**config.mk**
```make
export PLATFORM = sky130hd
export DESIGN_NAME = epp_host
export DESIGN_NICKNAME = d
export VERILOG_FILES = /design/src/epp_pkg.sv /design/src/epp_host.sv
export SDC_FILE = /design/constraint.sdc
export NUM_CORES = 1
export LEC_CHECK = 0
export BUFFER_PORTS_ARGS = -buffer_cell sky130_fd_sc_hd__buf_2
export CAP_MARGIN = 20
export CORE_MARGIN = 1.5
export CORE_UTILIZATION = 45
export DETAILED_ROUTE_END_ITERATION = 7
export PLACE_DENSITY = 0.8
export SETUP_SLACK_MARGIN = 0.05
export SYNTH_ARGS = -nofsm -noshare
export SYNTH_HDL_FRONTEND = slang
export SYNTH_SLANG_ARGS = --single-unit
```
**constraint.sdc**
```tcl
create_clock -name clk -period 5.59 [get_ports clk]
set_input_delay 0.8385 -clock clk [delete_from_list [all_inputs] [get_ports clk]]
set_output_delay 0.8385 -clock clk [all_outputs]
set_load 0.03 [all_outputs]
```
**src/epp_pkg.sv**
```systemverilog
`default_nettype none
package epp_pkg;
  localparam int ADDR_W = 13;
  localparam int DATA_W = 8;
  // pin sampling and hold times, ns as printed by our own choice
  localparam int CLK_NS = 10;
  localparam int SETUP_NS = 100;
  localparam int PULSE_NS = 1000;
  localparam int SAMPLE_NS = 200;
  localparam int SETUP_CYC = (SETUP_NS + CLK_NS - 1) / CLK_NS;
  localparam int PULSE_CYC = (PULSE_NS + CLK_NS - 1) / CLK_NS;
  localparam int SAMPLE_CYC = (SAMPLE_NS + CLK_NS - 1) / CLK_NS;
  localparam int CNT_W = 12;
  localparam logic [ADDR_W-1:0] PROT_ADDR = 13'h0010;
  localparam int PROT_FLAG_BIT = 7;
  localparam logic [2:0] OP_READ = 3'h0;
  localparam logic [2:0] OP_VERIFY = 3'h1;
  localparam logic [2:0] OP_PROGRAM = 3'h2;
  localparam logic [2:0] OP_PROTECT = 3'h3;
  localparam logic [2:0] OP_PROT_VERIFY = 3'h4;
  typedef enum logic [4:0] {
    EPP_IDLE = 5'b00001,
    EPP_SETUP = 5'b00010,
    EPP_PULSE = 5'b00100,
    EPP_HOLD = 5'b01000,
    EPP_DONE = 5'b10000
  } epp_state_e;
endpackage : epp_pkg
`default_nettype wire
```
**src/epp_host.sv**
```systemverilog
// Functional notes
// - verify: chip select and output strobe low, write pulse high; device drives byte
// - read holds chip select low and pulses output strobe low
// - output disable holds output strobe and write pulse high
// - protect: all strobes high, test mode high, address bit four high, pulse bit seven
// - protect verify: select and strobe low, write high, test mode high, address bit six low
// - run protect verify after each protect operation
`default_nettype none
module epp_host
  import epp_pkg::*;
(
  input wire logic clk,
  input wire logic rst_n,
  input wire logic cmd_valid,
  input wire logic [2:0] cmd_op,
  input wire logic [epp_pkg::ADDR_W-1:0] cmd_addr,
  input wire logic [epp_pkg::DATA_W-1:0] cmd_data,
  output logic cmd_ready,
  output logic rsp_valid,
  output logic [epp_pkg::DATA_W-1:0] rsp_data,
  output logic rsp_protected,
  output logic chip_select_n,
  output logic output_strobe_n,
  output logic write_pulse_n,
  output logic test_mode_select,
  output logic [epp_pkg::ADDR_W-1:0] byte_address_lines,
  output logic [epp_pkg::DATA_W-1:0] byte_lines_o,
  output logic [epp_pkg::DATA_W-1:0] byte_lines_oe,
  input wire logic [epp_pkg::DATA_W-1:0] byte_lines_i
);
  import epp_pkg::*;
  ////////////////////////////////////////////////////////////////////////////////
  epp_state_e state_q, state_d;
  logic [CNT_W-1:0] cnt_q;
  logic [2:0] op_q;
  logic [DATA_W-1:0] sync1_q, sync2_q;
  logic [DATA_W-1:0] wdata_q;
  wire cnt_zero = (cnt_q == '0);
  wire is_prog = (op_q == OP_PROGRAM);
  wire is_prot = (op_q == OP_PROTECT);
  wire is_pv = (op_q == OP_PROT_VERIFY);
  wire is_rd = (op_q == OP_READ) || (op_q == OP_VERIFY);
  ////////////////////////////////////////////////////////////////////////////////
  // op decode shared by the pin drivers
  function automatic logic op_raises_test(input logic [2:0] op);
    op_raises_test = (op == OP_PROTECT) || (op == OP_PROT_VERIFY);
  endfunction : op_raises_test
  // only program and protect ever own the byte lines
  function automatic logic op_drives_bus(input logic [2:0] op);
    op_drives_bus = (op == OP_PROGRAM) || (op == OP_PROTECT);
  endfunction : op_drives_bus
  // program strobes the write line, protect strobes byte line seven
  wire pulse_phase = (state_q == EPP_PULSE);
  // flag low means protected; erased reads one
  wire prot_now = ~sync2_q[PROT_FLAG_BIT];
  always_comb begin
    state_d = state_q;
    case (state_q)
      EPP_IDLE: if (cmd_valid) state_d = EPP_SETUP;
      EPP_SETUP: if (cnt_zero) state_d = EPP_PULSE;
      EPP_PULSE: if (cnt_zero) state_d = EPP_HOLD;
      EPP_HOLD: if (cnt_zero) state_d = EPP_DONE;
      EPP_DONE: state_d = EPP_IDLE;
      default: state_d = EPP_IDLE;
    endcase
  end
  ////////////////////////////////////////////////////////////////////////////////
  always_ff @(posedge clk) begin
    sync1_q <= byte_lines_i;
    sync2_q <= sync1_q;
  end
  always_ff @(posedge clk) begin
    if (!rst_n) begin
      state_q <= EPP_IDLE;
      cnt_q <= '0;
      op_q <= OP_READ;
      wdata_q <= '0;
    end else begin
      state_q <= state_d;
      if (state_q == EPP_IDLE && cmd_valid) begin
        op_q <= cmd_op;
        wdata_q <= cmd_data;
        cnt_q <= CNT_W'(SETUP_CYC - 1);
      end else if (state_q == EPP_SETUP && cnt_zero) begin
        cnt_q <= is_rd || is_pv ? CNT_W'(SAMPLE_CYC - 1) : CNT_W'(PULSE_CYC - 1);
      end else if (state_q == EPP_PULSE && cnt_zero) begin
        cnt_q <= CNT_W'(SETUP_CYC - 1);
      end else if (!cnt_zero) begin
        cnt_q <= cnt_q - 1'b1;
      end
    end
  end
  // pin drivers; idle is output disable with chip select high
  always_ff @(posedge clk) begin
    if (!rst_n) begin
      chip_select_n <= 1'b1;
      output_strobe_n <= 1'b1;
      write_pulse_n <= 1'b1;
      test_mode_select <= 1'b0;
      byte_address_lines <= '0;
      byte_lines_o <= '1;
      byte_lines_oe <= '0;
      cmd_ready <= 1'b0;
      rsp_valid <= 1'b0;
      rsp_data <= '0;
      rsp_protected <= 1'b0;
    end else begin
      cmd_ready <= (state_d == EPP_IDLE);
      rsp_valid <= (state_q == EPP_DONE);
      if (state_q == EPP_IDLE && cmd_valid) begin
        // protect ops raise test mode, others keep it low
        test_mode_select <= op_raises_test(cmd_op);
        chip_select_n <= (cmd_op == OP_PROTECT);
        byte_address_lines <= cmd_op == OP_PROTECT ? PROT_ADDR
            : cmd_op == OP_PROT_VERIFY ? (cmd_addr & ~13'h0040) : cmd_addr;
        byte_lines_o <= cmd_op == OP_PROTECT ? 8'hff : cmd_data;
        byte_lines_oe <= {DATA_W{op_drives_bus(cmd_op)}};
        output_strobe_n <= ~(cmd_op == OP_PROT_VERIFY);
      end else if (state_q == EPP_SETUP && cnt_zero) begin
        if (is_prog) write_pulse_n <= 1'b0;
        if (is_rd) output_strobe_n <= 1'b0;
        if (is_prot) byte_lines_o[PROT_FLAG_BIT] <= 1'b0;
      end else if (state_q == EPP_PULSE && cnt_zero) begin
        // sample the bus before releasing the strobe
        if (is_rd || is_pv) rsp_data <= sync2_q;
        if (is_pv) rsp_protected <= prot_now;
        write_pulse_n <= 1'b1;
        output_strobe_n <= is_pv ? 1'b0 : 1'b1;
        byte_lines_o <= wdata_q;
        if (is_prot) byte_lines_o[PROT_FLAG_BIT] <= 1'b1;
      end else if (state_q == EPP_DONE) begin
        chip_select_n <= 1'b1;
        output_strobe_n <= 1'b1;
        test_mode_select <= 1'b0;
        byte_lines_oe <= '0; // protected reads float, data is garbage
      end
    end
  end
  ////////////////////////////////////////////////////////////////////////////////
  AST_NO_PROG_INHIBITED: assert property (@(posedge clk) disable iff (!rst_n)
    !write_pulse_n |-> !chip_select_n) else $error("write pulse while deselected");
  AST_READ_STROBE: assert property (@(posedge clk) disable iff (!rst_n)
    (!output_strobe_n && !test_mode_select) |-> !chip_select_n && write_pulse_n)
    else $error("bad read levels");
  AST_PV_LEVELS: assert property (@(posedge clk) disable iff (!rst_n)
    (test_mode_select && !chip_select_n) |-> !byte_address_lines[6] && write_pulse_n)
    else $error("bad protect verify levels");
  AST_PROT_LEVELS: assert property (@(posedge clk) disable iff (!rst_n)
    (test_mode_select && chip_select_n) |-> byte_address_lines[4] && output_strobe_n
    && write_pulse_n) else $error("bad protect levels");
  AST_FLOAT_ON_READ: assert property (@(posedge clk) disable iff (!rst_n)
    !output_strobe_n |-> byte_lines_oe == '0) else $error("contention on byte lines");
  AST_RSP_AFTER_CMD: assert property (@(posedge clk) disable iff (!rst_n)
    (state_q == EPP_IDLE && cmd_valid) |-> ##[3:400] rsp_valid)
    else $error("no response");
  AST_RSP_PULSE: assert property (@(posedge clk) disable iff (!rst_n)
    rsp_valid |=> !rsp_valid) else $error("response not one cycle");
  AST_PV_RESULT: assert property (@(posedge clk) disable iff (!rst_n)
    (state_q == EPP_PULSE && cnt_zero && is_pv) |=> rsp_protected == !$past(sync2_q[7]))
    else $error("protect flag wrong");
  // parked pins between ops: output disable with the part deselected
  AST_IDLE_DISABLED: assert property (@(posedge clk) disable iff (!rst_n)
    (state_q == EPP_IDLE) |-> chip_select_n && output_strobe_n && write_pulse_n
    && !test_mode_select && byte_lines_oe == '0) else $error("idle pins not parked");
  AST_PROG_LEVELS: assert property (@(posedge clk) disable iff (!rst_n)
    !write_pulse_n |-> output_strobe_n && !test_mode_select && byte_lines_oe == '1)
    else $error("bad program levels");
  // address must not move under a running op
  AST_ADDR_STABLE: assert property (@(posedge clk) disable iff (!rst_n)
    (state_q != EPP_IDLE && $past(state_q) != EPP_IDLE) |-> $stable(byte_address_lines))
    else $error("address moved during op");
  AST_PV_HOLD: assert property (@(posedge clk) disable iff (!rst_n)
    !(state_q == EPP_PULSE && cnt_zero && is_pv) |=> $stable(rsp_protected))
    else $error("protect flag changed outside protect verify");
  AST_READY_IDLE: assert property (@(posedge clk) disable iff (!rst_n)
    cmd_ready |-> state_q == EPP_IDLE) else $error("ready while busy");
  // width of the write pulse, counted since a repetition would be far too long
  logic [CNT_W-1:0] wp_low_q;
  always_ff @(posedge clk) begin
    if (!rst_n || write_pulse_n) begin
      wp_low_q <= '0;
    end else begin
      wp_low_q <= wp_low_q + 1'b1;
    end
  end
  AST_PULSE_WIDTH: assert property (@(posedge clk) disable iff (!rst_n)
    $rose(write_pulse_n) |-> wp_low_q == CNT_W'(PULSE_CYC))
    else $error("write pulse width wrong");
  COV_READ: cover property (@(posedge clk) rsp_valid && op_q == OP_READ);
  COV_PROG: cover property (@(posedge clk) !write_pulse_n);
  COV_PROT: cover property (@(posedge clk) rsp_valid && op_q == OP_PROTECT);
  COV_PV: cover property (@(posedge clk) rsp_valid && rsp_protected);
  COV_VERIFY: cover property (@(posedge clk) rsp_valid && op_q == OP_VERIFY);
endmodule : epp_host
`default_nettype wire

```
; Word-level counts from Yosys, hierarchy flattened
; Index checks and enable logic that the tools add are counted.
[word_totals]
out_inout_bits = 44
wordCells = 106
regBits = 88
input_bits = 35
[op_classes]
add_sub_neg = 1
mux = 39
n_eq_ne = 20
reduce_logical = 22
bitwise = 5
[ops]
columns = cell, count
row1 = 8-bit two-way mux, 7
row2 = 12-bit two-way mux, 3
row3 = 7-bit two-way mux, 3
row4 = 5-bit two-way mux, 4
row5 = 5-bit case mux with 4 select lines, 1
row6 = 1-bit two-way mux, 19
row7 = 13-bit two-way mux, 1
row8 = 3-bit by 2-bit == test with 1-bit output (second input constant), 4
row9 = 12-bit logical NOT, 1
row10 = 12-bit by 1-bit subtractor with 12-bit output (second input constant), 1
row11 = 5-bit by 1-bit == test with 1-bit output (second input constant), 2
row12 = 4-bit AND reduction, 2
row13 = 3-bit == test (second input constant), 2
row14 = 2-bit inequality test (second input constant), 3
row15 = 3-bit inequality test (second input constant), 2
row16 = 2-bit AND reduction, 3
row17 = 3-bit AND reduction, 2
row18 = 2-bit nonzero test, 3
row19 = 5-bit by 2-bit == test with 1-bit output (second input constant), 1
row20 = 5-bit by 3-bit == test with 1-bit output (second input constant), 1
row21 = 5-bit by 4-bit == test with 1-bit output (second input constant), 1
row22 = 5-bit == test (second input constant), 1
row23 = 1-bit NOT, 5
row24 = 1-bit logical OR, 4
row25 = 9 further kinds, 11

; Logic depth before layout (Yosys ltp)
; Gate-level depths: netlist of run 1.
[depth]
ltp_word = 6
mapped_depth = 8
depth_no_buf = 7

; Least setup slack after synthesis of run 1
; No wires, ideal clock.
[synth_timing]
kind = input-to-reg
startpoint = input port cmd_valid
endpoint = register write_pulse_n
n_path_buf = 1
path_stages = 5
t_arrival_ns = 1.928
slack_ns = 3.526
t_required_ns = 5.454
cell_sequence = and4b_1 clkbuf_1 or4b_2 o21ai_0 nand3_1
[synth_between]
elab_chain_len = 3
[synth_lines]
columns = item, line_no
row1 = start: declaration, epp_host.sv:14  ; input wire logic cmd_valid,
row2 = 1-bit logical AND, epp_host.sv:110  ; if (state_q == EPP_IDLE && cmd_valid) begin
row3 = 1-bit NOT (no line), n/a
row4 = 3-bit AND reduction (no line), n/a
row5 = end signal: assignment, epp_host.sv:98  ; write_pulse_n <= 1'b1;
row6 = end signal: assignment, epp_host.sv:120  ; if (is_prog) write_pulse_n <= 1'b0;
row7 = end signal: assignment, epp_host.sv:127  ; write_pulse_n <= 1'b1;
row8 = end: declaration, epp_host.sv:24  ; output logic write_pulse_n,
; Every way passes these cells.
; A chain may end at the register's enable or synchronous reset.

; Final worst setup path of run 1
[layout_timing]
startpoint = register state_q[2]
endpoint = register byte_address_lines[6] in the netlist's numbering
[layout_between]
elab_chain_len = 2
[layout_lines]
columns = item, line_no
row1 = start: declaration, epp_host.sv:33  ; epp_state_e state_q, state_d;
row2 = start signal: assignment, epp_host.sv:79  ; state_q <= state_d;
row3 = 5-bit by 1-bit == test with 1-bit output, epp_host.sv:110
row4 = 1-bit logical AND, epp_host.sv:110
row5 = end signal: assignment, epp_host.sv:114  ; byte_address_lines <= cmd_op == OP_PROTECT ? PROT_ADDR
row6 = end: declaration, epp_host.sv:26  ; output logic [epp_pkg::ADDR_W-1:0] byte_address_lines,
; Every way passes these cells.

==> results.sh, run 1 <==
export IMPL_maxCapViolations=0
export IMPL_grt_use_met2_pct=28.3
export IMPL_cts_buffers=9
export IMPL_fin_crit_sh_pct=52.6
export IMPL_grt_setup_unrepaired="false"
export IMPL_viasPerCell=5.39
export IMPL_diodes=0
export IMPL_die_h_um=85.1
export IMPL_reg2reg_to="byte_address_lines[6]"
export IMPL_p_total_mw=1.67
export IMPL_cts_max_level=3
export IMPL_grt_max_degree=32
export IMPL_rr_worst_depth=5
export IMPL_gp_congestion=0.884
export IMPL_io_buffer_count=78
export IMPL_met1_usage_pct=24.6
export IMPL_drive_gt1_share_pct=27.0
export IMPL_cts_clk_slew_worst_paths_ps=80
export IMPL_timing_reg2reg_setup_slack_ps=2650
export IMPL_holdBufCountCts=0
export IMPL_hold_viol=0
export IMPL_ys_top_cells_by_count="dfxtp_1 (81), nor2_1 (42), nand2_1 (26)"
export IMPL_die_width_um=85.1
export IMPL_critPathArrivalTime_ps=3240
export IMPL_ys_types=54
export IMPL_core_area_sq_um=6420
export IMPL_endpoint_kind="flip-flop"
export IMPL_grt_pass1_wl_mm=10.5
export IMPL_post_cts_resized=0
export IMPL_fin_setup_tns_ps=0
export IMPL_drc=3
export IMPL_critPathLaunchType="flip-flop"
export IMPL_die_area_sq_um=7240
export IMPL_rows=29
export IMPL_yosysTopAreaCellShare_pct=53.5
export IMPL_fin_worst_skew_ps=6.60
export IMPL_io_pins=79
export IMPL_post_cts_setup_buffer_count=0
export IMPL_drt_initial_drc_count=174
export IMPL_syn_inst=307
export IMPL_netlist_area_sq_um=3030
export IMPL_slew_headroom_pct=34.8
export IMPL_syn_area_per_cell_sq_um=9.87
export IMPL_p_per_area_nw_per_um2=464
export IMPL_syn_nets=343
export IMPL_utilization_pct=56.0
export IMPL_vias=2468
export IMPL_post_synth_top_count_cell="dfxtp_1"
export IMPL_peakVddDrop_uv=244
export IMPL_initial_core_util_pct=47.2
export IMPL_finalInstanceArea_sq_um=3600
export IMPL_clock_sinks=81
export IMPL_wirelength_mm=6.45
export IMPL_area_growth_pct=18.7
export IMPL_violations="DRC"
export IMPL_gr_max_usage_layer="met2"
export IMPL_synth_edf_count=0
export IMPL_worstMarginPinSlew_ps=977
export IMPL_status="finished, violations left"
export IMPL_min_period_ps=2940
export IMPL_seq_area_frac_synth_pct=53.5
export IMPL_cts_tree="yes"
export IMPL_track_usage_pct=18.5
export IMPL_fillers=569
export IMPL_layout_nets=412
export IMPL_ant_nets=0
export IMPL_clockRootBuffer="clkbuf_8"
export IMPL_r2r_start="state_q[2]"
export IMPL_criticalPathCategory="reg2reg"
export IMPL_clock_latency_ps=350
export IMPL_grt_ovfl_total=0
export IMPL_ys_top_cells_by_area="dfxtp_1 (54%), mux2i_1 (5.6%), nor2_1 (5.2%)"
export IMPL_crit_path_end="byte_address_lines[6]"
export IMPL_antenna_found_initial=0
export IMPL_async_reset_ff_share_pct=0
export IMPL_dr_pass1_iters=6
export IMPL_grt_util_met3_pct=4.96
export IMPL_ys_flop_type="dfxtp_1"
export IMPL_yosys_area_top_type="dfxtp_1"
export IMPL_grt_pass1_vias=2283
export IMPL_dp_hpwl_mm=4.59
export IMPL_crit_fanout=23
export IMPL_max_freq_mhz=340
export IMPL_cp_required_ps=5880
export IMPL_place_area_sq_um=3400
export IMPL_ys_ff_latch=81
export IMPL_startpoint="state_q[2]"
export IMPL_setup_viol=0
export IMPL_slew_viol_final=0
export IMPL_wl_per_cell_um=14.1
export IMPL_yosys_warnings=0
export IMPL_leakage_nw=1.54
export IMPL_hold_class="reg2reg"
export IMPL_clockBufferDepth=2
==> critical path: stages, from the launching register on <==
cell     delay [ps]
dfxtp_1         400
nor3_1          370
and4b_1         910
nand2_1         270
nor2_1          650
a32o_1          270
==> placed cells by master (no fill, tap or decap), drive strengths merged, types with 2 or more instances in the layout <==
| master | count |
|---|---|
| clkbuf | 10 |
| a211oi | 4 |
| nor3 | 11 |
| nand2b | 2 |
| nand2 | 27 |
| nand4 | 2 |
| or4 | 4 |
| nor2b | 4 |
| o21ai | 5 |
| inv | 4 |
| o31ai | 2 |
| dfxtp | 81 |
| nor4 | 5 |
| clkinv | 2 |
| buf | 79 |
| xor2 | 3 |
| a22o | 11 |
| a2bb2oi | 8 |
| nor3b | 4 |
| nand3 | 4 |
| a31oi | 2 |
| clkinvlp | 2 |
| nor2 | 42 |
| or3 | 4 |
| mux2i | 17 |
| a21oi | 19 |
==> sequential cells by signal (all words and copies together) (netlist names), 3 cells and up <==
register and cells:
byte_address_lines 13, byte_lines_o 8, cnt_q 12, op_q 3, rsp_data 8, state_q 5, sync1_q 8, sync2_q 8
wdata_q 8
==> where the power goes <==
| part | switching [mW] | total (mW) | internal, mW |
|---|---|---|---|
| clock | 0.212 | 0.420 | 0.208 |
| combinational | 0.325 | 0.529 | 0.204 |
| sequential | 0.0704 | 0.723 | 0.652 |
==> per-layer routing <==
metal / part of all wire (%) / up-vias / wire (um)
li1: - / 1230 / -
met1: 47 / 1147 / 3030
met2: 46 / 85 / 2970
met3: 6.1 / 6 / 393
met4: 0.90 / 0 / 58
met5: 0 / - / 0
==> logic make-up after synthesis <==
family	after synthesis	share of synthesized area [%]
adders and majority gates	1	0.413
and+or+nand+nor	119	20.6
buffers and inverters	24	4.38
DFF	81	53.5
muxes	17	5.62
xor gates and xnor gates	4	1.16
AOI/OAI and AO/OA	61	14.3
==> worst min-delay path by stage <==
stage,startpoint,end,slack (ps),depth (start not counted)
final,sync1_q[5],sync2_q[5],330,0
after global routing,sync1_q[3],sync2_q[3],330,0
after CTS,sync1_q[5],sync2_q[5],330,0
after detailed placement,sync1_q[5],sync2_q[5],310,0
after global placement,sync1_q[6],sync2_q[6],310,0
after floorplan,sync1_q[0],sync2_q[0],310,0
==> area by class of cell <==
cell class | instances | area, sq um | share of cell area (%)
Clock buffer | 10 | 128 | 3.55
Clock inverter | 6 | 67.6 | 1.88
Inverter | 3 | 11.3 | 0.313
Multi-Input combinational cell | 202 | 1280 | 35.5
Sequential cell | 81 | 1620 | 45.1
Tap cell | 77 | 96.3 | 2.68
Timing Repair Buffer | 79 | 398 | 11.1
==> per-stage QoR <==
stage / setup WS [ps] / cells / hold WS (ps)
final: 2650 / 458 / 330
after global placement: 2690 / 442 / 310
after floorplan: 3530 / 307 / 310
after detailed placement: 2580 / 442 / 313
after global routing: 2410 / 458 / 335
after CTS: 2710 / 458 / 333
No activity file was read; power rests on OpenSTA's default activity.
==> run 2, diff against run 1 <==
--- a/config.mk
+++ b/config.mk
@@ -5,12 +5,13 @@
 export SDC_FILE = /design/constraint.sdc
 export NUM_CORES = 1
 export LEC_CHECK = 0
+export ABC_AREA = 1
 export BUFFER_PORTS_ARGS = -buffer_cell sky130_fd_sc_hd__buf_2
 export CAP_MARGIN = 20
 export CORE_MARGIN = 1.5
 export CORE_UTILIZATION = 45
 export DETAILED_ROUTE_END_ITERATION = 7
-export PLACE_DENSITY = 0.8
+export PLACE_DENSITY = 0.79
 export SETUP_SLACK_MARGIN = 0.05
 export SYNTH_ARGS = -nofsm -noshare
 export SYNTH_HDL_FRONTEND = slang
==> constraint.sdc (replaced) <==
create_clock -name clk -period 2.8 [get_ports clk]
set_input_delay 0.42 -clock clk [delete_from_list [all_inputs] [get_ports clk]]
set_output_delay 0.42 -clock clk [all_outputs]
set_load 0.03 [all_outputs]
==> run 2 against run 1 <==
Net effect: the flow now finishes without violations; fmax is 62% higher; clock-buffer cell count decreased by 1; final cell count grew 27%; utilization increased by 0.24 points; worst hold slack worse by 170 ps; sequential power up 94%; synthesized cell count is 33% higher; wire length rose by 13%; clock power grew 130%; global-route usage rose by 1.3 points; critical path type unchanged.
==> results.sh, run 2 <==
export IMPL_status="finished clean"
export IMPL_intPower_mw=2.21
export IMPL_slew_viol_final=0
export IMPL_cp_required_ps=3030
export IMPL_fin_worst_skew_ps=11.4
export IMPL_slew_headroom_pct=43.1
export IMPL_rr_worst_depth=7
export IMPL_syn_nets=443
export IMPL_cts_tree="yes"
export IMPL_clockBufferDepth=2
export IMPL_die_area_sq_um=7750
export IMPL_rows=30
export IMPL_ant_nets=0
export IMPL_ys_top_cells_by_count="nand2_1 (92), dfxtp_1 (81), nor2_1 (38)"
export IMPL_setup_viol=0
export IMPL_synth_edf_count=0
export IMPL_regMostFlops="byte_address_lines"
export IMPL_dr_pass1_iters=4
export IMPL_die_h_um=88.0
export IMPL_diodes=0
export IMPL_vias=2857
export IMPL_post_cts_resized=0
export IMPL_grt_max_degree=22
export IMPL_startpoint="state_q[1]"
export IMPL_netlist_area_sq_um=3250
export IMPL_hold_viol=0
export IMPL_place_area_sq_um=3660
export IMPL_critPathArrivalTime_ps=2050
export IMPL_gp_congestion=0.890
export IMPL_timing_reg2reg_setup_slack_ps=980
export IMPL_track_usage_pct=19.8
export IMPL_cts_buffers=9
export IMPL_maxCapViolations=0
export IMPL_yosys_warnings=0
export IMPL_viasPerCell=4.91
export IMPL_grt_pass1_vias=2684
export IMPL_hold_class="in2reg"
export IMPL_clock_latency_ps=360
export IMPL_die_width_um=88.0
export IMPL_endpoint_kind="flip-flop"
export IMPL_ys_flop_type="dfxtp_1"
export IMPL_layout_nets=517
export IMPL_fin_ws_ps=983
export IMPL_p_per_area_nw_per_um2=933
export IMPL_yosysTopAreaCellShare_pct=49.9
export IMPL_layout_common_cells="nand2_1 (92), dfxtp_1 (81), buf_2 (78)"
export IMPL_ys_types=34
export IMPL_wl_per_cell_um=12.6
export IMPL_max_freq_mhz=550
export IMPL_worstMarginPinSlew_ps=848
export IMPL_clock_sinks=81
export IMPL_fin_setup_tns_ps=0
export IMPL_p_switching_mw=1.41
export IMPL_ys_ff_latch=81
export IMPL_critPathLaunchType="flip-flop"
export IMPL_dp_cells=566
export IMPL_seq_area_frac_synth_pct=49.9
export IMPL_grt_pass1_wl_mm=11.9
export IMPL_final_cells=582
export IMPL_area_growth_pct=19.5
export IMPL_drc=0
export IMPL_min_period_ps=1820
export IMPL_pre_cts_slack_ps=1050
export IMPL_ys_top_cells_by_area="dfxtp_1 (50%), nand2_1 (11%), nand3_1 (5.5%)"
export IMPL_leakage_nw=1.88
export IMPL_clockPowerShare_pct=26.2
export IMPL_grt_ovfl_total=0
export IMPL_wirelength_mm=7.32
export IMPL_syn_inst=407
export IMPL_cts_max_level=3
export IMPL_switching_share_pct=39.0
export IMPL_pwr_share_comb_pct=35.1
export IMPL_largest_reg_flops=13
export IMPL_criticalPathCategory="reg2reg"
export IMPL_top_regs="byte_address_lines x13, cnt_q x12"
export IMPL_io_pins=79
export IMPL_initial_core_util_pct=47.1
export IMPL_finalInstanceArea_sq_um=3890
export IMPL_pwr_share_seq_pct=38.7
export IMPL_async_reset_ff_share_pct=0
export IMPL_core_area_sq_um=6910
export IMPL_post_synth_top_count_cell="nand2_1"
export IMPL_drt_initial_drc_count=228
export IMPL_reg2reg_to="byte_lines_o[5]"
export IMPL_post_cts_setup_buffer_count=0
export IMPL_crit_path_end="byte_lines_o[5]"
export IMPL_drive_gt1_share_pct=25.3
export IMPL_grt_setup_unrepaired="false"
export IMPL_final_common_cell="nand2_1"
export IMPL_clockRootBuffer="clkbuf_8"
export IMPL_syn_area_per_cell_sq_um=7.99
export IMPL_yosys_area_top_type="dfxtp_1"
export IMPL_dp_hpwl_mm=5.34
export IMPL_r2r_start="state_q[1]"
export IMPL_crit_fanout=13
export IMPL_antenna_found_initial=0
export IMPL_holdBufCountCts=0
export IMPL_fin_crit_sh_pct=64.9
export IMPL_cts_clk_slew_worst_paths_ps=90
export IMPL_peakVddDrop_uv=621
export IMPL_io_buffer_count=78
[run 2: worst max-delay path: stages, from the launching register on]
cell and delay (ps):
dfxtp_1 370, nor3_2 230, nand3_2 270, buf_4 300, nand2_1 110, nand2_1 60
o21ai_0 230, nand3_1 110
[run 2: final cells by class]
type | count | area [sq um]
Clock buffer | 9 | 124
Clock inverter | 7 | 103
Fill cell | 674 | 3020
Inverter | 38 | 145
Multi-Input combinational cell | 271 | 1370
Sequential cell | 81 | 1620
Tap cell | 96 | 120
Timing Repair Buffer | 80 | 405
[run 2: through the flow]
step / power, mW / util, % / hold WS, ps
floorplan: 2.42 / - / 310
detailed placement: 2.69 / 53.0 / 312
CTS: 3.64 / 56.3 / 149
finish: 3.63 / 56.3 / 162
global route: 3.84 / 56.3 / 144
global placement: 2.64 / 53.0 / 311
[run 2: cells by family after synthesis]
kind of cell | after synthesis | synth area share (%)
simple gates | 207 | 31.1
flops | 81 | 49.9
compound gates | 61 | 10.0
buf+inv | 55 | 8.08
xor+xnor | 2 | 0.539
fa+ha+maj | 1 | 0.385
[run 2: worst min-delay path by stage]
| stage | startpoint | endpoint | slack [ps] | cells past startpoint |
|---|---|---|---|---|
| 2_1_floorplan | sync1_q[0] | sync2_q[0] | 310 | 0 |
| 3_3_place_gp | sync1_q[4] | sync2_q[4] | 310 | 0 |
| 3_5_place_dp | sync1_q[2] | sync2_q[2] | 310 | 0 |
| 4_1_cts | byte_lines_i[2] | sync1_q[2] | 150 | 1 |
| 5_1_grt | byte_lines_i[4] | sync1_q[4] | 140 | 1 |
| 6_report | byte_lines_i[2] | sync1_q[2] | 160 | 1 |
[run 2: routing by layer]
metal  vias up  GRT usage (%)  routed length (um)  share of wire, %
met1      1294           24.4                3100                42
met2        87           33.0                3650                50
met4         0           8.52                 110               1.5
li1       1464              -                   -                 -
met5         -              0                   0                 0
met3        12           4.81                 450               6.2
[run 2: power groups by stage]
stage	sequential [mW]	clock [mW]	combinational [mW]
CTS	1.40	0.968	1.27
floorplan	1.48	0	0.942
detailed placement	1.43	0	1.26
global route	1.42	1.01	1.41
global placement	1.42	0	1.22
finish	1.40	0.952	1.27
